## src/inc/wofuse_pkg.sv

```systemverilog
// constants, register map, state codes and helpers for the wiper output fuse
// How it works
// - two independent channels, each with own settings, timers, retry count and fault
// - ignore peak current for 20 us after turn-on, then 75 A or more trips
// - current not below continuous limit at end of window trips; window 0.15 to 155 ms
// - continuous limit selectable: 7.5 A, 10 A, 12.5 A up to 25 A
// - per-channel arm delay from turn-on, at most 10 s, enables steady fuse
// - after arm delay, current above fuse level longer than grace time trips
// - grace time set in ms from 25 to 250 ms
// - tripped channel restarts automatically up to retry maximum, under 10 advised
// - automatic restarts are spaced by a retry interval in ms
// - measured current of each channel readable in mA
// - manual mode ignores events, starts all off, each command toggles a channel
// - any fault switches the fault lamp output on
// - reset event from the selected source clears fault of every latched channel
// - fault reset never restarts the unit or touches channels in normal operation
// - only channels latched off after exhausted retries are restarted
// - fault reset restarts channels tripped by peak, continuous or fuse protection
// - reset source selectable: pin, bus, event input or fault lamp output
package wofuse_pkg;
  localparam int unsigned NUM_CH = 2;
  // timebase
  localparam int unsigned CLK_PERIOD_NS = 10;
  localparam int unsigned US_NS = 1000;
  localparam logic [6:0] US_CYCLES = 7'(US_NS / CLK_PERIOD_NS);
  localparam logic [9:0] US_PER_MS = 10'h3E8;
  // widths
  localparam int unsigned CUR_W = 17;
  localparam int unsigned WIN_W = 18;
  localparam int unsigned ARM_W = 14;
  localparam int unsigned GRC_W = 8;
  localparam int unsigned RMAX_W = 4;
  localparam int unsigned RMS_W = 16;
  localparam int unsigned SEL_W = 3;
  // protection figures
  localparam int unsigned INRUSH_TIME_US = 20;
  localparam logic [WIN_W-1:0] INRUSH_TICKS = WIN_W'(INRUSH_TIME_US);
  localparam logic [CUR_W-1:0] PEAK_LIMIT_MA = 17'h124F8;
  localparam logic [WIN_W-1:0] WIN_MIN_US = 18'h00096;
  localparam logic [WIN_W-1:0] WIN_MAX_US = 18'h25D78;
  localparam logic [ARM_W-1:0] ARM_MAX_MS = 14'h2710;
  localparam logic [GRC_W-1:0] GRACE_MIN_MS = 8'h19;
  localparam logic [GRC_W-1:0] GRACE_MAX_MS = 8'hFA;
  localparam logic [CUR_W-1:0] CONT_LIM_0_MA = 17'h01D4C;
  localparam logic [CUR_W-1:0] CONT_LIM_1_MA = 17'h02710;
  localparam logic [CUR_W-1:0] CONT_LIM_2_MA = 17'h030D4;
  localparam logic [CUR_W-1:0] CONT_STEP_MA = 17'h009C4;
  localparam logic [SEL_W-1:0] CONT_SEL_STEP0 = 3'h2;
  // reset values of channel settings
  localparam logic [SEL_W-1:0] RST_CONT_SEL = 3'h2;
  localparam logic [WIN_W-1:0] RST_WIN_US = 18'h02710;
  localparam logic [ARM_W-1:0] RST_ARM_MS = 14'h01F4;
  localparam logic [GRC_W-1:0] RST_GRACE_MS = 8'h64;
  localparam logic [CUR_W-1:0] RST_FUSE_MA = 17'h032C8;
  localparam logic [RMAX_W-1:0] RST_RETRY_MAX = 4'h3;
  localparam logic [RMS_W-1:0] RST_RETRY_INTERVAL = 16'h03E8;
  // register map
  localparam logic [11:0] OFS_CTRL = 12'h000;
  localparam logic [11:0] OFS_MANUAL = 12'h004;
  localparam logic [11:0] OFS_STATUS = 12'h008;
  localparam logic [11:0] OFS_CUR0 = 12'h00C;
  localparam logic [11:0] OFS_CUR1 = 12'h010;
  localparam logic [11:0] OFS_SWRST = 12'h014;
  localparam logic [11:0] OFS_CH_BASE = 12'h020;
  localparam logic [11:0] OFS_CH_END = 12'h060;
  localparam int unsigned CH_SEL_BIT = 6;
  localparam int unsigned REG_IDX_MSB = 4;
  localparam int unsigned REG_IDX_LSB = 2;
  localparam logic [2:0] RG_CONT_SEL = 3'h0;
  localparam logic [2:0] RG_WIN_US = 3'h1;
  localparam logic [2:0] RG_ARM_MS = 3'h2;
  localparam logic [2:0] RG_GRACE_MS = 3'h3;
  localparam logic [2:0] RG_FUSE_MA = 3'h4;
  localparam logic [2:0] RG_RETRY_MAX = 3'h5;
  localparam logic [2:0] RG_RETRY_INTERVAL = 3'h6;
  localparam logic [2:0] RG_CH_STAT = 3'h7;
  // reset source selection
  localparam logic [1:0] SRC_PIN = 2'h0;
  localparam logic [1:0] SRC_LAMP = 2'h1;
  localparam logic [1:0] SRC_BUS = 2'h2;
  localparam logic [1:0] SRC_EVENT = 2'h3;

  typedef enum logic [3:0] {
    CH_OFF = 4'b0001,
    CH_ON = 4'b0010,
    CH_WAIT = 4'b0100,
    CH_LATCH = 4'b1000
  } wofuse_state_t;

  // continuous limit in mA for a selection code
  function automatic logic [CUR_W-1:0] wofuse_cont_limit(input logic [SEL_W-1:0] sel);
    if (sel == 3'h0) return CONT_LIM_0_MA;
    else if (sel == 3'h1) return CONT_LIM_1_MA;
    else return CUR_W'(CONT_LIM_2_MA + CUR_W'(sel - CONT_SEL_STEP0) * CONT_STEP_MA);
  endfunction

  // keep a setting inside its allowed range
  function automatic logic [31:0] wofuse_clamp(input logic [31:0] v, input logic [31:0] lo,
                                               input logic [31:0] hi);
    if (v < lo) return lo;
    else if (v > hi) return hi;
    else return v;
  endfunction
endpackage

```

## src/design/wofuse_chan.sv

```systemverilog
// one protected wiper output channel with its timers and retry logic
`timescale 1ns/1ns
module wofuse_chan import wofuse_pkg::*; (
  input wire logic pclk,
  input wire logic presetn,
  input wire logic us_tick,
  input wire logic ms_tick,
  input wire logic demand,
  input wire logic [CUR_W-1:0] cur_ma,
  input wire logic [SEL_W-1:0] cont_sel,
  input wire logic [WIN_W-1:0] win_us,
  input wire logic [ARM_W-1:0] arm_ms,
  input wire logic [GRC_W-1:0] grace_ms,
  input wire logic [CUR_W-1:0] fuse_ma,
  input wire logic [RMAX_W-1:0] retry_max,
  input wire logic [RMS_W-1:0] retry_interval,
  input wire logic fault_clear,
  output logic drive,
  output logic fault,
  output logic latched,
  output logic [2:0] cause,
  output logic [RMAX_W-1:0] retries
);
  typedef struct packed {
    wofuse_state_t state;
    logic [WIN_W-1:0] us_cnt;
    logic [ARM_W-1:0] ms_cnt;
    logic [GRC_W:0] grace_cnt;
    logic [RMS_W-1:0] wait_cnt;
    logic [RMAX_W-1:0] retries;
    logic [2:0] cause;
    logic drive;
    logic fault;
    logic latched;
  } wofuse_chan_st_t;

  wofuse_chan_st_t r;
  wofuse_chan_st_t n;
  logic over_peak;
  logic over_cont;
  logic over_sw;
  logic trip;

  // protection checks and channel sequencing
  always_comb begin
    n = r;
    over_peak = (r.us_cnt >= INRUSH_TICKS) && (cur_ma >= PEAK_LIMIT_MA);
    over_cont = (r.us_cnt >= win_us) && (cur_ma >= wofuse_cont_limit(cont_sel));
    over_sw = (r.ms_cnt >= arm_ms) && (cur_ma > fuse_ma);
    trip = over_peak || over_cont || (over_sw && (r.grace_cnt > {1'b0, grace_ms}));
    case (r.state)
      CH_OFF: begin
        n.drive = 1'b0;
        if (demand) begin
          n.state = CH_ON;
          n.drive = 1'b1;
          n.us_cnt = '0;
          n.ms_cnt = '0;
          n.grace_cnt = '0;
        end
      end
      CH_ON: begin
        if (us_tick && (r.us_cnt != WIN_MAX_US)) n.us_cnt = WIN_W'(r.us_cnt + 1'b1);
        if (ms_tick && (r.ms_cnt != ARM_MAX_MS)) n.ms_cnt = ARM_W'(r.ms_cnt + 1'b1);
        if (!over_sw) n.grace_cnt = '0;
        else if (ms_tick && (r.grace_cnt != '1)) n.grace_cnt = (GRC_W+1)'(r.grace_cnt + 1'b1);
        if (!demand) begin
          n.state = CH_OFF;
          n.drive = 1'b0;
          n.retries = '0;
        end else if (trip) begin
          n.drive = 1'b0;
          n.fault = 1'b1;
          n.cause = {over_sw, over_cont, over_peak};
          n.wait_cnt = '0;
          if (r.retries < retry_max) begin
            n.state = CH_WAIT;
            n.retries = RMAX_W'(r.retries + 1'b1);
          end else begin
            n.state = CH_LATCH;
            n.latched = 1'b1;
          end
        end
      end
      CH_WAIT: begin
        // retry interval counted in ms
        if (ms_tick) n.wait_cnt = RMS_W'(r.wait_cnt + 1'b1);
        if (r.wait_cnt >= retry_interval) begin
          n.fault = 1'b0;
          n.state = demand ? CH_ON : CH_OFF;
          n.drive = demand;
          n.us_cnt = '0;
          n.ms_cnt = '0;
          n.grace_cnt = '0;
        end
      end
      CH_LATCH: begin
        if (fault_clear) begin
          n.fault = 1'b0;
          n.latched = 1'b0;
          n.cause = '0;
          n.retries = '0;
          n.state = demand ? CH_ON : CH_OFF;
          n.drive = demand;
          n.us_cnt = '0;
          n.ms_cnt = '0;
          n.grace_cnt = '0;
        end
      end
      default: begin
        n.state = CH_OFF;
        n.drive = 1'b0;
      end
    endcase
  end

  // state register
  always_ff @(posedge pclk or negedge presetn) begin
    if (!presetn) begin
      r <= '{state: CH_OFF, default: '0};
    end else begin
      r <= n;
    end
  end

  assign drive = r.drive;
  assign fault = r.fault;
  assign latched = r.latched;
  assign cause = r.cause;
  assign retries = r.retries;
endmodule // wofuse_chan

```

## src/design/wofuse_top.sv

```systemverilog
// wiper output electronic fuse: apb registers, timebase, reset event and two channels
`timescale 1ns/1ns
module wofuse_top import wofuse_pkg::*; (
  input wire logic pclk,
  input wire logic presetn,
  input wire logic psel,
  input wire logic penable,
  input wire logic pwrite,
  input wire logic [11:0] paddr,
  input wire logic [31:0] pwdata,
  output logic [31:0] prdata,
  output logic pready,
  output logic pslverr,
  input wire logic [NUM_CH-1:0] event_demand,
  input wire logic [CUR_W-1:0] current_one_ma,
  input wire logic [CUR_W-1:0] current_two_ma,
  input wire logic fault_reset_n,
  input wire logic event_reset_n,
  output logic wiper_channel_one,
  output logic wiper_channel_two,
  output logic fault_lamp_output
);
  typedef struct packed {
    logic [NUM_CH-1:0] req_s1;
    logic [NUM_CH-1:0] req_s2;
    logic [NUM_CH-1:0][CUR_W-1:0] cur_s1;
    logic [NUM_CH-1:0][CUR_W-1:0] cur_s2;
    logic pin_s1;
    logic pin_s2;
    logic pin_s3;
    logic ev_s1;
    logic ev_s2;
    logic ev_s3;
    logic lamp_prev;
    logic bus_rst;
    logic fault_clear;
    logic [6:0] us_div;
    logic [9:0] ms_div;
    logic us_tick;
    logic ms_tick;
    logic manual;
    logic [1:0] rst_src;
    logic [NUM_CH-1:0] manual_on;
    logic [NUM_CH-1:0][SEL_W-1:0] cont_sel;
    logic [NUM_CH-1:0][WIN_W-1:0] win_us;
    logic [NUM_CH-1:0][ARM_W-1:0] arm_ms;
    logic [NUM_CH-1:0][GRC_W-1:0] grace_ms;
    logic [NUM_CH-1:0][CUR_W-1:0] fuse_ma;
    logic [NUM_CH-1:0][RMAX_W-1:0] retry_max;
    logic [NUM_CH-1:0][RMS_W-1:0] retry_interval;
    logic pready;
    logic pslverr;
    logic [31:0] prdata;
    logic lamp;
  } wofuse_top_st_t;

  wofuse_top_st_t r;
  wofuse_top_st_t n;
  logic [NUM_CH-1:0] demand;
  logic [NUM_CH-1:0] ch_drive;
  logic [NUM_CH-1:0] ch_fault;
  logic [NUM_CH-1:0] ch_latched;
  logic [NUM_CH-1:0][2:0] ch_cause;
  logic [NUM_CH-1:0][RMAX_W-1:0] ch_retries;
  logic ch_idx;
  logic [2:0] reg_idx;
  logic in_ch_space;
  logic access_wr;
  logic reset_event;

  // channel demand: events normally, manual toggles in test mode
  assign demand = r.manual ? r.manual_on : r.req_s2;

  // everything except the channels themselves
  always_comb begin
    n = r;
    ch_idx = paddr[CH_SEL_BIT];
    reg_idx = paddr[REG_IDX_MSB:REG_IDX_LSB];
    in_ch_space = (paddr >= OFS_CH_BASE) && (paddr < OFS_CH_END);
    access_wr = psel && penable && r.pready && pwrite && !r.pslverr;
    reset_event = 1'b0;

    // two flip-flop synchronisers for demand, current and reset inputs
    n.req_s1 = event_demand;
    n.req_s2 = r.req_s1;
    n.cur_s1 = {current_two_ma, current_one_ma};
    n.cur_s2 = r.cur_s1;
    n.pin_s1 = fault_reset_n;
    n.pin_s2 = r.pin_s1;
    n.pin_s3 = r.pin_s2;
    n.ev_s1 = event_reset_n;
    n.ev_s2 = r.ev_s1;
    n.ev_s3 = r.ev_s2;
    n.lamp_prev = r.lamp;

    // microsecond and millisecond ticks
    n.us_tick = 1'b0;
    n.ms_tick = 1'b0;
    if (r.us_div == 7'(US_CYCLES - 1'b1)) begin
      n.us_div = '0;
      n.us_tick = 1'b1;
      if (r.ms_div == 10'(US_PER_MS - 1'b1)) begin
        n.ms_div = '0;
        n.ms_tick = 1'b1;
      end else begin
        n.ms_div = 10'(r.ms_div + 1'b1);
      end
    end else begin
      n.us_div = 7'(r.us_div + 1'b1);
    end

    // one reset action per asserting edge of the selected source
    if (r.rst_src == SRC_PIN) begin
      reset_event = r.pin_s3 && !r.pin_s2;
    end else if (r.rst_src == SRC_LAMP) begin
      reset_event = r.lamp && !r.lamp_prev;
    end else if (r.rst_src == SRC_BUS) begin
      reset_event = r.bus_rst;
    end else begin
      reset_event = r.ev_s3 && !r.ev_s2;
    end
    n.fault_clear = reset_event;
    n.bus_rst = 1'b0;

    // fault lamp on while any channel is in error
    n.lamp = |ch_fault;

    // manual state starts off whenever manual mode is not active
    if (!r.manual) n.manual_on = '0;

    // apb setup: decode and prepare the answer for the access cycle
    n.pready = 1'b0;
    if (psel && !penable) begin
      n.pready = 1'b1;
      n.pslverr = 1'b0;
      n.prdata = '0;
      if (paddr[REG_IDX_LSB-1:0] != 2'h0) begin
        n.pslverr = 1'b1;
      end else if (paddr == OFS_CTRL) begin
        n.prdata = 32'({r.rst_src, r.manual});
      end else if (paddr == OFS_MANUAL) begin
        n.prdata = 32'(r.manual_on);
      end else if (paddr == OFS_STATUS) begin
        n.prdata = 32'({ch_latched, ch_fault, ch_drive, r.lamp});
      end else if (paddr == OFS_CUR0) begin
        n.prdata = 32'(r.cur_s2[0]);
      end else if (paddr == OFS_CUR1) begin
        n.prdata = 32'(r.cur_s2[1]);
      end else if (paddr == OFS_SWRST) begin
        n.prdata = '0;
      end else if (in_ch_space) begin
        if (reg_idx == RG_CONT_SEL) n.prdata = 32'(r.cont_sel[ch_idx]);
        else if (reg_idx == RG_WIN_US) n.prdata = 32'(r.win_us[ch_idx]);
        else if (reg_idx == RG_ARM_MS) n.prdata = 32'(r.arm_ms[ch_idx]);
        else if (reg_idx == RG_GRACE_MS) n.prdata = 32'(r.grace_ms[ch_idx]);
        else if (reg_idx == RG_FUSE_MA) n.prdata = 32'(r.fuse_ma[ch_idx]);
        else if (reg_idx == RG_RETRY_MAX) n.prdata = 32'(r.retry_max[ch_idx]);
        else if (reg_idx == RG_RETRY_INTERVAL) n.prdata = 32'(r.retry_interval[ch_idx]);
        else n.prdata = 32'({ch_cause[ch_idx], ch_retries[ch_idx]});
      end else begin
        n.pslverr = 1'b1;
      end
    end

    // apb access: writes take effect on the completing edge
    if (access_wr) begin
      if (paddr == OFS_CTRL) begin
        n.manual = pwdata[0];
        n.rst_src = pwdata[2:1];
        if (pwdata[0] && !r.manual) n.manual_on = '0;
      end else if (paddr == OFS_MANUAL) begin
        if (r.manual) n.manual_on = r.manual_on ^ pwdata[NUM_CH-1:0];
      end else if (paddr == OFS_SWRST) begin
        n.bus_rst = pwdata[0];
      end else if (in_ch_space) begin
        if (reg_idx == RG_CONT_SEL) begin
          n.cont_sel[ch_idx] = pwdata[SEL_W-1:0];
        end else if (reg_idx == RG_WIN_US) begin
          n.win_us[ch_idx] = WIN_W'(wofuse_clamp(pwdata, 32'(WIN_MIN_US),
                                                 32'(WIN_MAX_US)));
        end else if (reg_idx == RG_ARM_MS) begin
          n.arm_ms[ch_idx] = ARM_W'(wofuse_clamp(pwdata, 32'h0,
                                                 32'(ARM_MAX_MS)));
        end else if (reg_idx == RG_GRACE_MS) begin
          n.grace_ms[ch_idx] = GRC_W'(wofuse_clamp(pwdata, 32'(GRACE_MIN_MS),
                                                   32'(GRACE_MAX_MS)));
        end else if (reg_idx == RG_FUSE_MA) begin
          n.fuse_ma[ch_idx] = pwdata[CUR_W-1:0];
        end else if (reg_idx == RG_RETRY_MAX) begin
          n.retry_max[ch_idx] = pwdata[RMAX_W-1:0];
        end else if (reg_idx == RG_RETRY_INTERVAL) begin
          n.retry_interval[ch_idx] = pwdata[RMS_W-1:0];
        end
      end
    end
  end

  // state register with documented reset values
  always_ff @(posedge pclk or negedge presetn) begin
    if (!presetn) begin
      r <= '0;
      r.pin_s1 <= 1'b1;
      r.pin_s2 <= 1'b1;
      r.pin_s3 <= 1'b1;
      r.ev_s1 <= 1'b1;
      r.ev_s2 <= 1'b1;
      r.ev_s3 <= 1'b1;
      r.cont_sel <= {NUM_CH{RST_CONT_SEL}};
      r.win_us <= {NUM_CH{RST_WIN_US}};
      r.arm_ms <= {NUM_CH{RST_ARM_MS}};
      r.grace_ms <= {NUM_CH{RST_GRACE_MS}};
      r.fuse_ma <= {NUM_CH{RST_FUSE_MA}};
      r.retry_max <= {NUM_CH{RST_RETRY_MAX}};
      r.retry_interval <= {NUM_CH{RST_RETRY_INTERVAL}};
    end else begin
      r <= n;
    end
  end

  // the two independent channels
  for (genvar g = 0; g < NUM_CH; g++) begin : g_ch
    wofuse_chan u_chan (
      .pclk(pclk),
      .presetn(presetn),
      .us_tick(r.us_tick),
      .ms_tick(r.ms_tick),
      .demand(demand[g]),
      .cur_ma(r.cur_s2[g]),
      .cont_sel(r.cont_sel[g]),
      .win_us(r.win_us[g]),
      .arm_ms(r.arm_ms[g]),
      .grace_ms(r.grace_ms[g]),
      .fuse_ma(r.fuse_ma[g]),
      .retry_max(r.retry_max[g]),
      .retry_interval(r.retry_interval[g]),
      .fault_clear(r.fault_clear),
      .drive(ch_drive[g]),
      .fault(ch_fault[g]),
      .latched(ch_latched[g]),
      .cause(ch_cause[g]),
      .retries(ch_retries[g])
    );
  end

  // outputs straight from flip-flops
  assign prdata = r.prdata;
  assign pready = r.pready;
  assign pslverr = r.pslverr;
  assign wiper_channel_one = ch_drive[0];
  assign wiper_channel_two = ch_drive[1];
  assign fault_lamp_output = r.lamp;
endmodule // wofuse_top

```

## config.mk

```make
export PLATFORM = sky130hd
export DESIGN_NAME = wofuse_top
export DESIGN_NICKNAME = d
export VERILOG_FILES = /design/src/inc/wofuse_pkg.sv /design/src/design/wofuse_chan.sv /design/src/design/wofuse_top.sv
export SDC_FILE = /design/constraint.sdc
export NUM_CORES = 1
export LEC_CHECK = 0
export ABC_AREA = 0
export BUFFER_PORTS_ARGS = -buffer_cell sky130_fd_sc_hd__buf_4
export CORE_MARGIN = 1.5
export CORE_UTILIZATION = 55
export DETAILED_ROUTE_END_ITERATION = 16
export HOLD_SLACK_MARGIN = 0.05
export PLACE_DENSITY = 0.73
export SLEW_MARGIN = 20
export SYNTH_ARGS = -nofsm -noshare
export SYNTH_HDL_FRONTEND = slang
export SYNTH_SLANG_ARGS = --single-unit
```

## constraint.sdc

```tcl
create_clock -name pclk -period 7.1 [get_ports pclk]
set_input_delay 0 -clock pclk [delete_from_list [all_inputs] [get_ports pclk]]
set_output_delay 0 -clock pclk [all_outputs]
set_load 0.05 [all_outputs]
```

== Yosys cells after proc, flatten, opt, wreduce, memory -nomap -nowiden ==
Cells that the tools add are included.
Word-level totals
  register bits after elaboration: 442
  output and inout bits: 37
  logic and storage cells: 441
  input bits: 87
Operators by class
  magnitude comparators: 28
  add/sub/neg operators: 16
  multipliers: 2
  bitwise operators: 10
  equality and inequality tests: 55
  reductions and logical operators: 78
  multiplexer cells: 192
Operators with widths (number)
  $mux 160: 4
  $mux 32: 16
  $pmux 41 s4: 2
  $mux 45: 6
  $mux 18: 14
  $mux 14: 15
  $mux 162: 1
  $mux 154: 1
  $mux 16: 9
  $mux 8: 15
  $mux 17: 7
  $mux 118: 1
  $mux 90: 1
  $mux 74: 1
  $mux 34: 2
  $pmux 16 s2: 2
  $mux 4: 15
  $mux 26: 2
  $reduce_and 5->1: 10
  $mux 40: 1
  $add 18x1->18 const B: 2
  $bwmux 36: 1
  $ge 18x18->1: 2
  $ge 18x5->1 const B: 2
  other kinds (96): 249

== Depth between registers and ports, before layout ==
  depth after elaboration: 22
  depth in mapped cells: 28
  mapped depth without buffers: 25

== Cells and area by module ==
A second synthesis with hierarchy kept.
Unflattened totals
  cell total of the unflattened synthesis: 2835
  area total of the unflattened synthesis: 27450.1 µm²
By module, submodules not included
  wofuse_top: cells an instance 1101, seq. area each 7236.9 µm², area each 13013.7 µm², times used 1
  wofuse_chan (g_ch[1].u_chan): cells an instance 852, seq. area each 1778.0 µm², area each 7230.7 µm², times used 1
  wofuse_chan (g_ch[0].u_chan): cells an instance 882, seq. area each 1778.0 µm², area each 7205.7 µm², times used 1

== Worst setup path after synthesis ==
Ideal clock, no wire load.
  path kind: reg2reg
  start point: register with a tool-made name
  end point: register g_ch[0].u_chan.r, in the netlist g_ch[0].u_chan.retries[0]
  library setup time: 0.122 ns
  slack: 1.506 ns
  stages on the path, launching flop included: 24
  buffers on the path: 1
  data required time: 6.978 ns
  arrival: 5.472 ns
  cell sequence: dfrtp_1 > clkbuf_1 > inv_1 > ha_1 > inv_1 > ha_1 > ha_1 > ha_1 > ha_1 > a221oi_1 > xor2_1 > or3b_2 > o311ai_0 > and3_1 > o21ai_0 > ha_1 > and4_1 > o21ai_0 > nor2_1 > o31ai_1 > a32oi_1 > a311oi_4 > or3_2 > a32o_1
RTL lines
  end signal: assignment: RTL line wofuse_chan.sv:122  | r <= n;
  end: declaration: RTL line wofuse_chan.sv:37  | wofuse_chan_st_t r;

==> results.sh <==
export IMPL_status="finished, final reports clean"
export IMPL_clock_sinks=428
export IMPL_drt_iter0_markers=2376
export IMPL_cts_buffers=47
export IMPL_synth_warnings=0
export IMPL_power_leakage_nw=13.9
export IMPL_drc=0
export IMPL_worstSetupEndpointType="flop"
export IMPL_grt_max_degree=174
export IMPL_die_y_um=223
export IMPL_yosysTopAreaCell="dfrtp_1"
export IMPL_post_route_period_util_pct=90.8
export IMPL_rsz0062_at_grt="no"
export IMPL_setup_viol=0
export IMPL_hold_path_class="in -> reg"
export IMPL_r2r_slack_ps=650
export IMPL_cts_resized_gates=0
export IMPL_ios=124
export IMPL_place_area_um2=27800
export IMPL_synth_top_flop_cell="dfrtp_1"
export IMPL_skew_ps=17.0
export IMPL_dr_total_vias=23030
export IMPL_ys_seq_area_share_pct=40.5
export IMPL_crit_fanout=13
export IMPL_ir_drop_v=0.000180
export IMPL_drv_slew=0
export IMPL_arrival_ps=6920
export IMPL_fp_row_count=80
export IMPL_portBuffers=109
export IMPL_cp_data_required_time_ps=7570
export IMPL_final_cell_area_um2=30400
export IMPL_antenna_found_initial=4
export IMPL_cts_htree_levels=2
export IMPL_worst_pin_slew_ps=1140
export IMPL_ys_ff_latch=428
export IMPL_clock_path_buffers=3
export IMPL_ys_top_cells_by_area="dfrtp_1 34%, ha_1 12%, dfstp_2 6.5%, o21ai_0 5.0%, nand2_1 4.3%"
export IMPL_place_congestion=0.976
export IMPL_powerDensity_nw_per_um2=187
export IMPL_cts_setup_buffers=0
export IMPL_cts_tree="done"
export IMPL_clk_pin_slew_worst_paths_ps=60
export IMPL_total_power_mw=5.69
export IMPL_pre_cts_ws_ps=711
export IMPL_viasPerCell=6.25
export IMPL_crit_end="g_ch[0].u_chan.cause[0]"
export IMPL_dp_hpwl_um=61600
export IMPL_async_reset_ff_share_pct=100
export IMPL_fillers=3830
export IMPL_r2r_end="g_ch[0].u_chan.cause[0]"
export IMPL_worstRegToRegCells=23
export IMPL_antenna_left=0
export IMPL_synth_cell_types=88
export IMPL_die_width_um=223
export IMPL_netlist_area_leader_share_pct=34.0
export IMPL_grt_usage_pct=33.6
export IMPL_max_cap_violations=0
export IMPL_min_period_ps=6450
export IMPL_synth_edf_count=0
export IMPL_root_buffer="clkbuf_16"
export IMPL_clock_fmax_ghz=0.155
export IMPL_overflow=0
export IMPL_dr_pass1_iters=8
export IMPL_seqCellArea_um2=10800
export IMPL_start_kind="flop"
export IMPL_finalHoldViolations=0
export IMPL_slew_headroom_pct=23.4
export IMPL_final_setup_worst_slack_ps=650
export IMPL_drive_gt1_share_pct=12.0
export IMPL_utilization_pct=63.6
export IMPL_wire_per_inst_um=22.5
export IMPL_synthCells=2880
export IMPL_clk_latency_ps=600
export IMPL_multi_input_area_um2=14400
export IMPL_synthToLayoutAreaGrowth_pct=13.9
export IMPL_grt_pass1_wl_um=129000
export IMPL_netlist_area_um2=26700
export IMPL_mostFrequentLayoutCell="dfrtp_1"
export IMPL_fin_nets=3375
export IMPL_ctsHoldBuffers=96
export IMPL_critPathKind="reg -> reg"
export IMPL_grt_pass1_vias=22305
export IMPL_routed_wl_um=82800
export IMPL_mostFrequentLayoutCells="362 x dfrtp_1, 304 x nand2_1, 264 x o21ai_0"
export IMPL_tns_ps=0
export IMPL_core_um2=47700
export IMPL_avgSynthCellArea_um2=9.26
export IMPL_dieArea_um2=49800
export IMPL_start_util_pct=55.9
[routing by layer]
metal,vias up,share of wire [%],GRT usage (%)
met5,-,0.074,0
met4,8,4.0,13.3
met3,200,8.9,6.85
met2,966,44,51.2
met1,11267,43,47.0
li1,10589,-,-
[metrics by stage]
stage,instances,hold WS [ps]
CTS,3681,50.5
global route,3681,51.8
finish,3683,67.4
floorplan,2893,-296
detailed placement,3498,109
global placement,3498,109
[worst min path at each step]
stage | from | slack, ps | depth (start not counted) | end
3_5_place_dp | event_reset_n | 110 | 1 | n[223]
5_1_grt | current_two_ma[4] | 50 | 2 | n[249]
4_1_cts | paddr[5] | 50 | 4 | prdata[17]
3_3_place_gp | current_two_ma[4] | 110 | 1 | n[249]
2_1_floorplan | presetn | -300 | 0 | async pin
6_report | current_one_ma[7] | 70 | 2 | n[235]
[cell type report]
cell class                 instances  area share (%)
antenna                            2          0.0165
clock buffer                      64            4.48
clock inverter                    23           0.811
inverter                         229            2.83
multi-input combinational       2103            47.5
sequential                       428            35.5
tap                              615            2.53
timing repair buffer             219            6.31
[worst max-delay path, stage by stage, from the launching register on]
cell      delay, ps
dfrtp_1         590
inv_1           200
ha_1            330
inv_1            40
ha_1            170
ha_1            270
ha_1            270
ha_1            360
a221oi_1        390
xor2_1          140
or3b_2          540
o311ai_0        440
and3_1          220
o21ai_0          90
ha_1            350
and4_1          230
o21ai_0          90
nor2_1           90
o31ai_1          70
a32oi_1         420
a311oi_4        130
nor3_4          460
buf_4           280
o21ai_0         110
[synthesized netlist by cell type, types with 35 or more instances]
cell type and instances:
a21o_1 36, a21oi_1 166, clkbuf_1 80, dfrtp_1 362, dfstp_2 66, ha_1 252
inv_1 228, mux2_2 49, mux2i_1 55, nand2_1 304, nand2b_1 35, nand3_1 84
nand4_1 55, nor2_1 186, nor3_1 46, o21ai_0 264, or3_1 40, xnor2_1 39
xor2_1 43
[cells by family after synthesis]
family | after synthesis | synth area share, %
XOR/XNOR | 84 | 2.86
AND/OR/NAND/NOR | 924 | 17.0
AO/OA/AOI/OAI | 703 | 16.3
buffers and inverters | 362 | 5.66
multiplexers | 118 | 5.23
adder cells (fa/ha/maj) | 260 | 12.4
other | 1 | 0.0141
flip-flops | 428 | 40.5
[report_power, final]
group | internal [mW] | leakage, nW | total, mW | switching, mW
combinational | 0.201 | 7.64 | 0.576 | 0.376
clock | 1.50 | 0.799 | 2.55 | 1.06
sequential | 2.49 | 5.41 | 2.57 | 0.0771
total | 4.19 | 13.9 | 5.69 | 1.51
Power figures use the tool's default switching activity.
